`config.mk`:
```
export PLATFORM = sky130hd
export DESIGN_NAME = dip_sequencer
export DESIGN_NICKNAME = d
export VERILOG_FILES = /design/src/verilog/dip_pkg.sv /design/src/verilog/dip_sequencer.sv /design/src/verilog/dip_ms_timer.sv
export SDC_FILE = /design/constraint.sdc
export NUM_CORES = 1
export LEC_CHECK = 0
export ABC_AREA = 1
export BUFFER_PORTS_ARGS = -buffer_cell sky130_fd_sc_hd__buf_2
export CORE_MARGIN = 4
export CORE_UTILIZATION = 55
export DETAILED_ROUTE_END_ITERATION = 10
export PLACE_DENSITY = 0.83
export RECOVER_POWER = 50
export SLEW_MARGIN = 20
export SYNTH_ARGS = -nofsm -noshare
export SYNTH_HDL_FRONTEND = slang
export SYNTH_SLANG_ARGS = --single-unit
export TNS_END_PERCENT = 30
```
`constraint.sdc`:
```
create_clock -name clk -period 4 [get_ports clk]
set_input_delay 0.6 -clock clk [delete_from_list [all_inputs] [get_ports clk]]
set_output_delay 0.6 -clock clk [all_outputs]
set_load 0.01 [all_outputs]
```
`src/verilog/dip_pkg.sv`:
```
// Shared types and constants for the dwell and interrupt positioning sequencer.
// Assumes one 50 MHz clock and a synchronous active-high reset.
package dip_pkg;

	// ==========================================
	// Timing
	localparam int unsigned CLK_HZ        = 50000000;
	localparam int unsigned MS_PER_S      = 1000;
	localparam int unsigned CYC_PER_MS    = CLK_HZ / MS_PER_S;
	localparam logic [15:0] MS_CNT_LAST   = 16'(CYC_PER_MS - 1);
	localparam logic [15:0] MS_CNT_RESET  = 16'h0000;
	localparam logic [15:0] DWELL_RESET   = 16'h0000;

	// ==========================================
	// Widths and reset values
	localparam int unsigned POS_W         = 32;
	localparam int unsigned INPUT_N       = 3;
	localparam logic [1:0]  SEL_RESET     = 2'h0;
	localparam logic [31:0] POS_RESET     = 32'h0000_0000;

	// ==========================================
	// Step kinds presented by the program store
	typedef enum logic [1:0] {
		DIP_STEP_OTHER,
		DIP_STEP_DWELL,
		DIP_STEP_WAIT,
		DIP_STEP_ITP
	} dip_kind_t;

	typedef struct packed {
		dip_kind_t   kind;
		logic [15:0] dwell_ms;
		logic [1:0]  input_sel;
		logic [31:0] itp_dist;
		logic [31:0] last_travel;
	} dip_step_t;

	// Travel generator status
	typedef struct packed {
		logic [31:0] position;
		logic [31:0] remaining;
		logic        decelerating;
	} dip_motion_t;

	// Interrupt stop order to the travel generator
	typedef struct packed {
		logic        valid;
		logic [31:0] target;
		logic        fast_decel;
	} dip_stop_t;

endpackage

```
`src/verilog/dip_sequencer.sv`:
```
// Step sequencer for dwell, wait-for-input and interrupt positioning steps.
// Assumes the program store holds step_in steady while step_valid is high
// and advances on the one-cycle step_done pulse.
`timescale 1ns/10ps
module dip_sequencer (
	// Clock and reset
	input  wire logic                clk,
	input  wire logic                rst,
	// Program store
	input  wire logic                step_valid,
	input  dip_pkg::dip_step_t       step_in,
	output logic                     step_done,
	output logic                     step_skipped,
	// Program inputs one to three
	input  wire logic [2:0]          prog_in,
	// Travel generator
	input  dip_pkg::dip_motion_t     motion,
	input  wire logic [31:0]         brake_dist,
	output dip_pkg::dip_stop_t       stop_cmd,
	output logic                     busy
);
	import dip_pkg::*;

	typedef enum logic [2:0] {
		ST_IDLE,
		ST_DWELL,
		ST_WAIT,
		ST_ITP,
		ST_ITP_RUN,
		ST_DONE
	} dip_state_t;

	dip_state_t   state_reg;
	logic [1:0]   sel_reg;
	logic [31:0]  origin_reg;
	logic [15:0   ] ms_count;
	logic         tmr_clear;
	logic         dwell_run;
	logic         sel_on;
	logic         itp_skip;

	assign sel_on    = (step_in.input_sel < 2'(INPUT_N)) && prog_in[step_in.input_sel];
	assign tmr_clear = (state_reg == ST_IDLE);
	assign dwell_run = (state_reg == ST_DWELL) && (motion.remaining == POS_RESET);

	assign itp_skip  = (step_in.itp_dist < step_in.last_travel)
	                 || (motion.remaining <= step_in.itp_dist)
	                 || motion.decelerating;

	dip_ms_timer i_dip_ms_timer (
		.clk      (clk),
		.rst      (rst),
		.clear    (tmr_clear),
		.run      (dwell_run),
		.ms_count (ms_count)
	);

	// ==========================================
	// Step state machine
	always_ff @(posedge clk) begin
		if (rst) begin
			state_reg <= ST_IDLE;
		end else begin
			case (state_reg)
				// A take waits out the done pulse so the master can drop its request
				ST_IDLE: begin
					if (step_valid && !step_done) begin
						case (step_in.kind)
							DIP_STEP_DWELL: state_reg <= ST_DWELL;
							DIP_STEP_WAIT:  state_reg <= ST_WAIT;
							DIP_STEP_ITP:   state_reg <= ST_ITP;
							default:        state_reg <= ST_DONE;
						endcase
					end
				end
				ST_DWELL: begin
					if (dwell_run && ms_count >= step_in.dwell_ms) begin
						state_reg <= ST_DONE;
					end
				end
				ST_WAIT: begin
					if (sel_on) begin
						state_reg <= ST_DONE;
					end
				end
				ST_ITP: begin
					state_reg <= itp_skip ? ST_DONE : ST_ITP_RUN;
				end
				ST_ITP_RUN: begin
					if (motion.remaining == POS_RESET) begin
						state_reg <= ST_DONE;
					end
				end
				ST_DONE: state_reg <= ST_IDLE;
				default: state_reg <= ST_IDLE;
			endcase
		end
	end

	// ==========================================
	// Interrupt origin, captured as the wait step completes
	always_ff @(posedge clk) begin
		if (rst) begin
			origin_reg <= POS_RESET;
			sel_reg    <= SEL_RESET;
		end else if (state_reg == ST_WAIT && sel_on) begin
			origin_reg <= motion.position;
			sel_reg    <= step_in.input_sel;
		end
	end

	// ==========================================
	// Stop order; position taken now carries speed-dependent overshoot
	// target from origin
	always_ff @(posedge clk) begin
		if (rst) begin
			stop_cmd <= '0;
		end else if (state_reg == ST_ITP && !itp_skip) begin
			stop_cmd.valid      <= 1'b1;
			stop_cmd.target     <= origin_reg + step_in.itp_dist;
			stop_cmd.fast_decel <= (step_in.itp_dist < brake_dist);
		end else begin
			stop_cmd.valid <= 1'b0;
		end
	end

	// ==========================================
	// Handshake outputs
	always_ff @(posedge clk) begin
		if (rst) begin
			step_done    <= 1'b0;
			step_skipped <= 1'b0;
			busy         <= 1'b0;
		end else begin
			step_done    <= (state_reg == ST_DONE);
			busy         <= (state_reg != ST_IDLE);
			if (state_reg == ST_ITP) begin
				step_skipped <= itp_skip;
			end else if (state_reg == ST_IDLE) begin
				step_skipped <= 1'b0;
			end
		end
	end

	// ==========================================
	// Checks
	AST_DWELL_GATE: assert property (@(posedge clk) disable iff (rst)
		(state_reg == ST_DWELL && motion.remaining != POS_RESET) |=> state_reg != ST_DONE)
		else $error("dwell ended with travel left");
	AST_SKIP_SHORT: assert property (@(posedge clk) disable iff (rst)
		(state_reg == ST_ITP && step_in.itp_dist < step_in.last_travel) |=> state_reg == ST_DONE)
		else $error("short interrupt setting not skipped");
	AST_SKIP_REMAIN: assert property (@(posedge clk) disable iff (rst)
		(state_reg == ST_ITP && motion.remaining <= step_in.itp_dist) |=> !stop_cmd.valid)
		else $error("interrupt issued with little travel left");
	AST_SKIP_DECEL: assert property (@(posedge clk) disable iff (rst)
		(state_reg == ST_ITP && motion.decelerating) |=> ##1 step_done && step_skipped)
		else $error("interrupt not skipped while decelerating");
	AST_TARGET: assert property (@(posedge clk) disable iff (rst)
		stop_cmd.valid |-> stop_cmd.target == origin_reg + $past(step_in.itp_dist))
		else $error("interrupt target wrong");
	AST_FAST: assert property (@(posedge clk) disable iff (rst)
		(state_reg == ST_ITP && !itp_skip && step_in.itp_dist < brake_dist)
		|=> stop_cmd.valid && stop_cmd.fast_decel)
		else $error("fast deceleration not ordered");
	AST_WAIT: assert property (@(posedge clk) disable iff (rst)
		(state_reg == ST_WAIT && !sel_on) |=> state_reg == ST_WAIT)
		else $error("wait step left without input");
	AST_WAIT_DONE: assert property (@(posedge clk) disable iff (rst)
		(state_reg == ST_WAIT && sel_on) |=> ##1 step_done)
		else $error("wait step did not finish");
	AST_MS: assert property (@(posedge clk) disable iff (rst)
		(state_reg == ST_DWELL && $changed(ms_count) && !$past(tmr_clear))
		|-> ms_count == $past(ms_count) + 16'h0001)
		else $error("dwell count jumped");
	AST_ORIGIN: assert property (@(posedge clk) disable iff (rst)
		(state_reg == ST_WAIT && sel_on)
		|=> origin_reg == $past(motion.position) && sel_reg == $past(step_in.input_sel))
		else $error("interrupt origin not taken at input on");
	AST_ISSUE: assert property (@(posedge clk) disable iff (rst)
		(state_reg == ST_ITP && !itp_skip) |=> stop_cmd.valid)
		else $error("interrupt stop not issued");
	AST_ITP_HOLD: assert property (@(posedge clk) disable iff (rst)
		(state_reg == ST_ITP_RUN && motion.remaining != POS_RESET)
		|=> state_reg == ST_ITP_RUN)
		else $error("interrupt step left before stop");
	AST_FAST_OFF: assert property (@(posedge clk) disable iff (rst)
		(state_reg == ST_ITP && !itp_skip && step_in.itp_dist >= brake_dist)
		|=> stop_cmd.valid && !stop_cmd.fast_decel)
		else $error("fast deceleration ordered without need");
	AST_DWELL_HOLD: assert property (@(posedge clk) disable iff (rst)
		(state_reg == ST_DWELL && ms_count < step_in.dwell_ms) |=> state_reg != ST_DONE)
		else $error("dwell ended early");
	AST_NO_RETAKE: assert property (@(posedge clk) disable iff (rst)
		(state_reg == ST_IDLE && step_done) |=> state_reg == ST_IDLE)
		else $error("step taken again during done pulse");
	AST_DONE_PULSE: assert property (@(posedge clk) disable iff (rst)
		step_done |=> !step_done)
		else $error("done pulse too long");
	AST_BUSY: assert property (@(posedge clk) disable iff (rst)
		step_done |-> busy)
		else $error("busy low at done");

endmodule

```
`src/verilog/dip_ms_timer.sv`:
```
// Millisecond dwell counter.
// Assumes clear is held high while the sequencer is idle and drops as each dwell starts.
`timescale 1ns/10ps
module dip_ms_timer (
	// Clock and reset
	input  wire logic        clk,
	input  wire logic        rst,
	// Control
	input  wire logic        clear,
	input  wire logic        run,
	// Elapsed whole milliseconds
	output logic [15:0]      ms_count
);
	import dip_pkg::*;

	logic [15:0] cyc_reg;

	// ==========================================
	// Prescaler
	// ms prescale count
	always_ff @(posedge clk) begin
		if (rst || clear || !run) begin
			cyc_reg <= MS_CNT_RESET;
		end else if (cyc_reg == MS_CNT_LAST) begin
			cyc_reg <= MS_CNT_RESET;
		end else begin
			cyc_reg <= cyc_reg + 16'h0001;
		end
	end

	// ==========================================
	// Millisecond count
	// whole ms count
	always_ff @(posedge clk) begin
		if (rst || clear) begin
			ms_count <= DWELL_RESET;
		end else if (run && cyc_reg == MS_CNT_LAST && ms_count != 16'hffff) begin
			ms_count <= ms_count + 16'h0001;
		end
	end

endmodule

```
==> results.yml, run 1 <==
floorplan:
  die-area_mm2: 0.0192
  io_pins: 224
  die_h_um: 139
  start_util_pct: 56.4
  die-width_um: 139
  rows: 47
  core_area_mm2: 0.0166
layout:
  largest_reg_flops: 34
  nFillCells: 1524
  areaGrowthSynthToFinish_pct: 16.5
  instances_no_fill: 1910
  antenna_cells: 0
  layout.nets: 2017
  drive_above_1_share_pct: 13.1
synthesis:
  yosysTopAreaCell: "dfxtp_1"
  async_reset_ff_share_pct: 0
  ys_ff_latch: 104
  ys_warn_count: 0
  syn-num-nets: 1804
  syn_area_mm2: 0.00938
  synth.avg_cell_area_um2: 6.37
  synth.top_cell.area_share_pct: 22.2
  synth_seq_area_share_pct: 22.2
  yosys-top-cells-area: "dfxtp_1 22%, ha_1 19%, nand2_1 13%, inv_1 11%, a21oi_1 7.6%"
  synth-edff-count: 0
  syn_inst: 1473
  ys.flop_type: "dfxtp_1"
  ys_types: 38
sta:
  finalCritPeriodShare_pct: 75.9
  hold_slack_ns: 0.450
  final-setup-viol-count: 0
  fmax_mhz: 329
  hold_viol: 0
  tns_ns: 0
  slew_viol_final: 65
  worst_slack_ns: 0.965
  rsz0062_at_grt: "false"
  max_slew_margin_pct: -63.3
  worst_slew_pin_slew_ns: 2.45
  finalClockSkew_ns: 0.0125
  period_minus_slack_ns: 3.03
route:
  ant_nets: 0
  drt_iter0_drc: 554
  routed_wl_um: 25400
  drc: 0
  routedWlPerCell_um: 13.3
  detailedRoute.firstPassIterationCount: 6
  viasPerCell: 5.15
  vias: 9830
critical_path:
  critical_path.top_delay_family: "buffers and inverters"
  reg2reg_depth: 5
  crit_cells: 7
  r2r-end: "origin_reg[1]"
  reg2reg_from: "state_reg[2]"
  worstSetupPathType: "in -> reg"
  end_kind: "flop"
  worstPathCellList: "clkbuf_1 > mux2i_1 > nand2_1 > nand3_2 > clkbuf_1 > o21ai_0 > a21oi_1"
  worst-path-max-fanout: 64
  worstSetupEndpoint: "origin_reg[1]"
  slowest_delay_ns: 1.72
  crit_required_ns: 4.26
  r2r_setup_slack_ns: 1.01
  crit_start: "step_in[64]"
  cpMaxStageDelayCell: "clkbuf_1"
  cp_common_cell: "clkbuf_1"
  start_kind: "input port"
  crit_buf_inv: 2
  arrival_ns: 3.30
power:
  ir_drop_v: 0.000215
  power.density_mw_per_mm2: 274
  leakage_nw: 6.00
cts:
  hold_buffers: 0
  cts_setup_buffers: 0
  cts_tree: "done"
  cts_buffers: 9
  clock_path_buffers: 2
  cts_root_buffer: "clkbuf_16"
  clkSlewWorstSetupHoldPaths_ns: 0.07
  htree_levels: 3
  cts_num_sinks: 104
  clkLatencyLatePin_ns: 0.36
  cts_resized: 0
grt:
  grt_pass1_wl_um: 42800
  grtUsageTotal_pct: 26.2
  overflow: 0
  antenna_found_initial: 0
  grt_max_degree: 65
  grt_pass1_vias: 9547
run_status:
  violations: "capacitance limit, slew limit"
  status: "finished, violations left"
placement:
  place_congestion: 1.03
  pre_cts_slack_ns: 0.763
  dp_hpwl_um: 21200
  io_buffers: 223
  dp.cells: 1895
hold_path:
  min_path_type: "reg -> reg"
run:
  maxCapViolCount: 1
==> logic make-up after synthesis <==
family / synth area share, %
muxes: 0.107
buffers and inverters: 12.9
AOI/OAI and AO/OA: 14.4
and+or+nand+nor: 28.0
DFF: 22.2
xor gates and xnor gates: 3.17
adders and majority gates: 19.3
==> Yosys cell counts (4+ instances only) <==
cell      number
nand3_1       48
ha_1         143
nor2_2         6
o21a_1         6
nor2_1       179
dfxtp_1      104
clkbuf_1      14
buf_6          5
nor3b_1        4
nand2_1      324
a21oi_1      142
nor3_1        26
o21bai_1       9
o21ai_0       73
a21o_1         7
buf_2          5
a21boi_0       7
inv_1        283
nor4_1         8
xnor2_1        7
xor2_1        27
nand4_1       19
==> worst min path at each step <==
stage	start	end	slack (ns)	cells after the start
floorplan	i_dip_ms_timer.cyc_reg[0]	i_dip_ms_timer.cyc_reg[0]	0.42	1
global placement	i_dip_ms_timer.cyc_reg[0]	i_dip_ms_timer.cyc_reg[0]	0.43	1
detailed placement	i_dip_ms_timer.cyc_reg[0]	i_dip_ms_timer.cyc_reg[0]	0.44	1
CTS	origin_reg[12]	origin_reg[12]	0.45	2
global route	origin_reg[19]	origin_reg[19]	0.46	2
finish	origin_reg[0]	origin_reg[0]	0.45	2
==> worst register-to-register path: cells and delay by family (launching register included) <==
family | cells | cell delay, ns
buf+inv | 1 | 1.72
compound gates | 2 | 0.53
flops | 1 | 0.43
simple gates | 2 | 0.22
==> placed cells by master, fill, tap and decap left out, types with 8 or more instances in the layout <==
cell and n:
a21oi_1 142, buf_2 185, clkbuf_1 41, clkbuf_16 9, dfxtp_1 104, ha_1 143
inv_1 282, nand2_1 324, nand3_1 47, nand4_1 19, nor2_1 182, nor3_1 26
nor4_1 8, o21ai_0 73, o21bai_1 9, xor2_1 27
==> cell type report <==
| class | instances | area (um2) | area share, % |
|---|---|---|---|
| multi-input combinational | 1058 | 6080 | 55.7 |
| sequential | 104 | 2080 | 19.1 |
| timing repair buffer | 226 | 1100 | 10.1 |
| inverter | 287 | 1080 | 9.86 |
| tap | 220 | 275 | 2.52 |
| clock buffer | 11 | 233 | 2.13 |
| clock inverter | 4 | 77.6 | 0.710 |
==> layer usage <==
layer	vias up	global-route usage (%)	wire, um
met3	46	5.48	1740
met5	-	0	0
met1	4360	34.0	11500
met2	316	44.2	11500
met4	0	7.67	663
li1	5108	-	-
==> power by group <==
part	switching, mW	internal [mW]
combinational	0.579	0.351
sequential	0.0335	1.08
clock	0.402	0.549
total	1.01	1.98
==> through the flow <==
step           utilization, %  total power, mW  cell area (um2)
3_3_place_gp             64.2             2.03            10700
6_report                 65.7             3.00            10900
5_1_grt                  65.7             3.21            10900
4_1_cts                  66.0             3.01            11000
3_5_place_dp             64.2             2.06            10700
2_1_floorplan               -             1.75             9380
(Power assumes the default switching activity.)
==> run 2, diff against run 1 <==
Settings changed: ABC_AREA 1 to 0, CORE_UTILIZATION 55 to 49, PLACE_DENSITY 0.83 to 0.79.
Clock period 4 ns to 2.7 ns, I/O delays scaled along.
==> results.yml, run 2 <==
critical_path:
  critical_path.top_delay_family: "simple AND/OR/NAND/NOR gates"
  worstSetupPathType: "in -> reg"
  end_kind: "flop"
  reg2reg_from: "origin_reg[0]"
  worst-path-max-fanout: 4
  crit_required_ns: 2.99
  start_kind: "input port"
  slowest_delay_ns: 0.61
  r2r_setup_slack_ns: -0.06
  arrival_ns: 3.16
  worstPathCellList: "buf_8 > inv_4 > ha_4 > nand4_1 > or4_4 > a311oi_2 > nor4_2 > a2111oi_4 > nand3_2 > buf_6 > or3b_1 > a21oi_2"
  crit_buf_inv: 3
  crit_cells: 12
  cpMaxStageDelayCell: "or4_4"
  reg2reg_depth: 12
  r2r-end: "stop_cmd[29]"
synthesis:
  synth.avg_cell_area_um2: 7.83
  ys_types: 65
  syn_inst: 1067
  synth_seq_area_share_pct: 24.9
  async_reset_ff_share_pct: 0
  synth_common_cells: "143 x ha_1, 121 x inv_1, 121 x nand2_1"
  synth.top_cell.area_share_pct: 24.9
  ys_ff_latch: 104
  ys.flop_type: "dfxtp_1"
  ys_warn_count: 0
  yosysTopAreaCell: "dfxtp_1"
  syn_area_mm2: 0.00836
  syn-num-nets: 1398
  yosys-top-cells-area: "dfxtp_1 25%, ha_1 21%, a21oi_1 6.2%, inv_1 5.4%, nand2_1 5.4%"
  synth-edff-count: 0
  synth.most_common_cell: "ha_1"
sta:
  slew_viol_final: 0
  hold_slack_ns: 0.284
  period_minus_slack_ns: 2.87
  hold_viol: 0
  finalCritPeriodShare_pct: 106
  fmax_mhz: 348
  final-setup-viol-count: 33
  rsz0062_at_grt: "true"
  worst_slack_ns: -0.170
  finalClockSkew_ns: 0.00729
  worst_slew_pin_slew_ns: 0.759
  max_slew_margin_pct: 49.4
placement:
  io_buffers: 223
  dp_hpwl_um: 20200
  place_congestion: 0.948
  pre_cts_slack_ns: -0.612
power:
  leakage_nw: 5.67
  ir_drop_v: 0.000311
  power.density_mw_per_mm2: 384
route:
  vias: 9091
  viasPerCell: 5.54
  routed_wl_um: 26600
  routedWlPerCell_um: 16.2
  drt_iter0_drc: 508
  drc: 0
  ant_nets: 0
  detailedRoute.firstPassIterationCount: 5
hold_path:
  hold_end: "origin_reg[26]"
  holdCritStartpoint: "motion[59]"
  min_path_type: "in -> reg"
  whs_path_depth: 3
cts:
  clkLatencyLatePin_ns: 0.36
  clock_path_buffers: 2
  cts_tree: "done"
  cts_buffers: 9
  clkSlewWorstSetupHoldPaths_ns: 0.07
  hold_buffers: 0
  cts_root_buffer: "clkbuf_16"
  cts_num_sinks: 104
  htree_levels: 3
floorplan:
  core_area_mm2: 0.0166
  io_pins: 224
  die-width_um: 139
  die_h_um: 139
  die-area_mm2: 0.0192
  start_util_pct: 50.2
  rows: 47
run:
  maxCapViolCount: 0
layout:
  drive_above_1_share_pct: 27.8
  final_common_cell: "buf_2"
  areaGrowthSynthToFinish_pct: 36.7
  layout.nets: 1747
  fin_util_pct: 68.7
  largest_reg_flops: 34
  nFillCells: 1351
  mostFrequentLayoutCells: "175 x buf_2, 134 x buf_4, 132 x ha_1"
  antenna_cells: 0
run_status:
  violations: "setup timing"
  status: "finished, violations left"
grt:
  overflow: 0
  antenna_found_initial: 0
  grtUsageTotal_pct: 25.5
  grt_max_degree: 69
  grt_pass1_wl_um: 41100
  grt_pass1_vias: 8974
[run 2: area by class of cell]
class / instances / area [um2] / share of cell area [%]
multi-input combinational: 814 / 5940 / 52.0
clock buffer: 10 / 239 / 2.09
inverter: 121 / 482 / 4.22
sequential: 104 / 2080 / 18.2
tap: 220 / 275 / 2.41
timing repair buffer: 366 / 2290 / 20.0
clock inverter: 6 / 115 / 1.01
[run 2: where the power goes]
group	leakage (nW)	internal (mW)	switching (mW)
clock network	0.169	0.937	0.605
registers	0.839	1.57	0.0350
logic	4.66	0.588	0.649
[run 2: how the worst max path moves through the flow]
stage / from / endpoint
after floorplan: step_in[6] / stop_cmd[10]
after global placement: step_in[44] / stop_cmd[4]
after detailed placement: step_in[6] / stop_cmd[22]
after CTS: step_in[9] / stop_cmd[16]
after global routing: step_in[47] / stop_cmd[14]
final: step_in[8] / stop_cmd[16]
[run 2: cells by family (layout without fill, tap and decap cells)]
family	count (synthesis)	after routing	synth area share (%)
muxes	25	25	3.01
and+or+nand+nor	355	355	20.2
adders and majority gates	144	144	21.6
DFF	104	104	24.9
xor gates and xnor gates	51	51	5.34
AOI/OAI and AO/OA	239	239	17.9
buffers and inverters	149	503	6.96
[run 2: per-stage QoR]
stage	instance area [um2]	power, mW	instances	TNS (ns)
after global placement	10700	2.76	1616	-17.25
final	11400	4.39	1641	-3.51
after detailed placement	10700	2.79	1616	-20.03
after global routing	11400	4.61	1641	-6.21
after CTS	11300	4.36	1638	-5.38
after floorplan	8430	2.28	1067	-4.21
[run 2: metal layers]
| layer | global-route usage [%] | wire (um) |
|---|---|---|
| met1 | 30.4 | 10900 |
| met2 | 44.9 | 13000 |
| met3 | 5.00 | 1720 |
| met4 | 10.5 | 991 |
| met5 | 0 | 0 |
[run 2: tightest hold or removal path, cell delays in order]
cell and delay [ns]:
buf_2 0.09, nand2_1 0.05, a21oi_1 0.05
[run 2: timing repair]
| action | 4_1_cts | 5_1_grt |
|---|---|---|
| resized for setup | 40 | 35 |
| setup endpoints to repair | 34 | 42 |
| gates cloned | 0 | 2 |
| pin swaps | 14 | 17 |
| setup buffers | 6 | 1 |
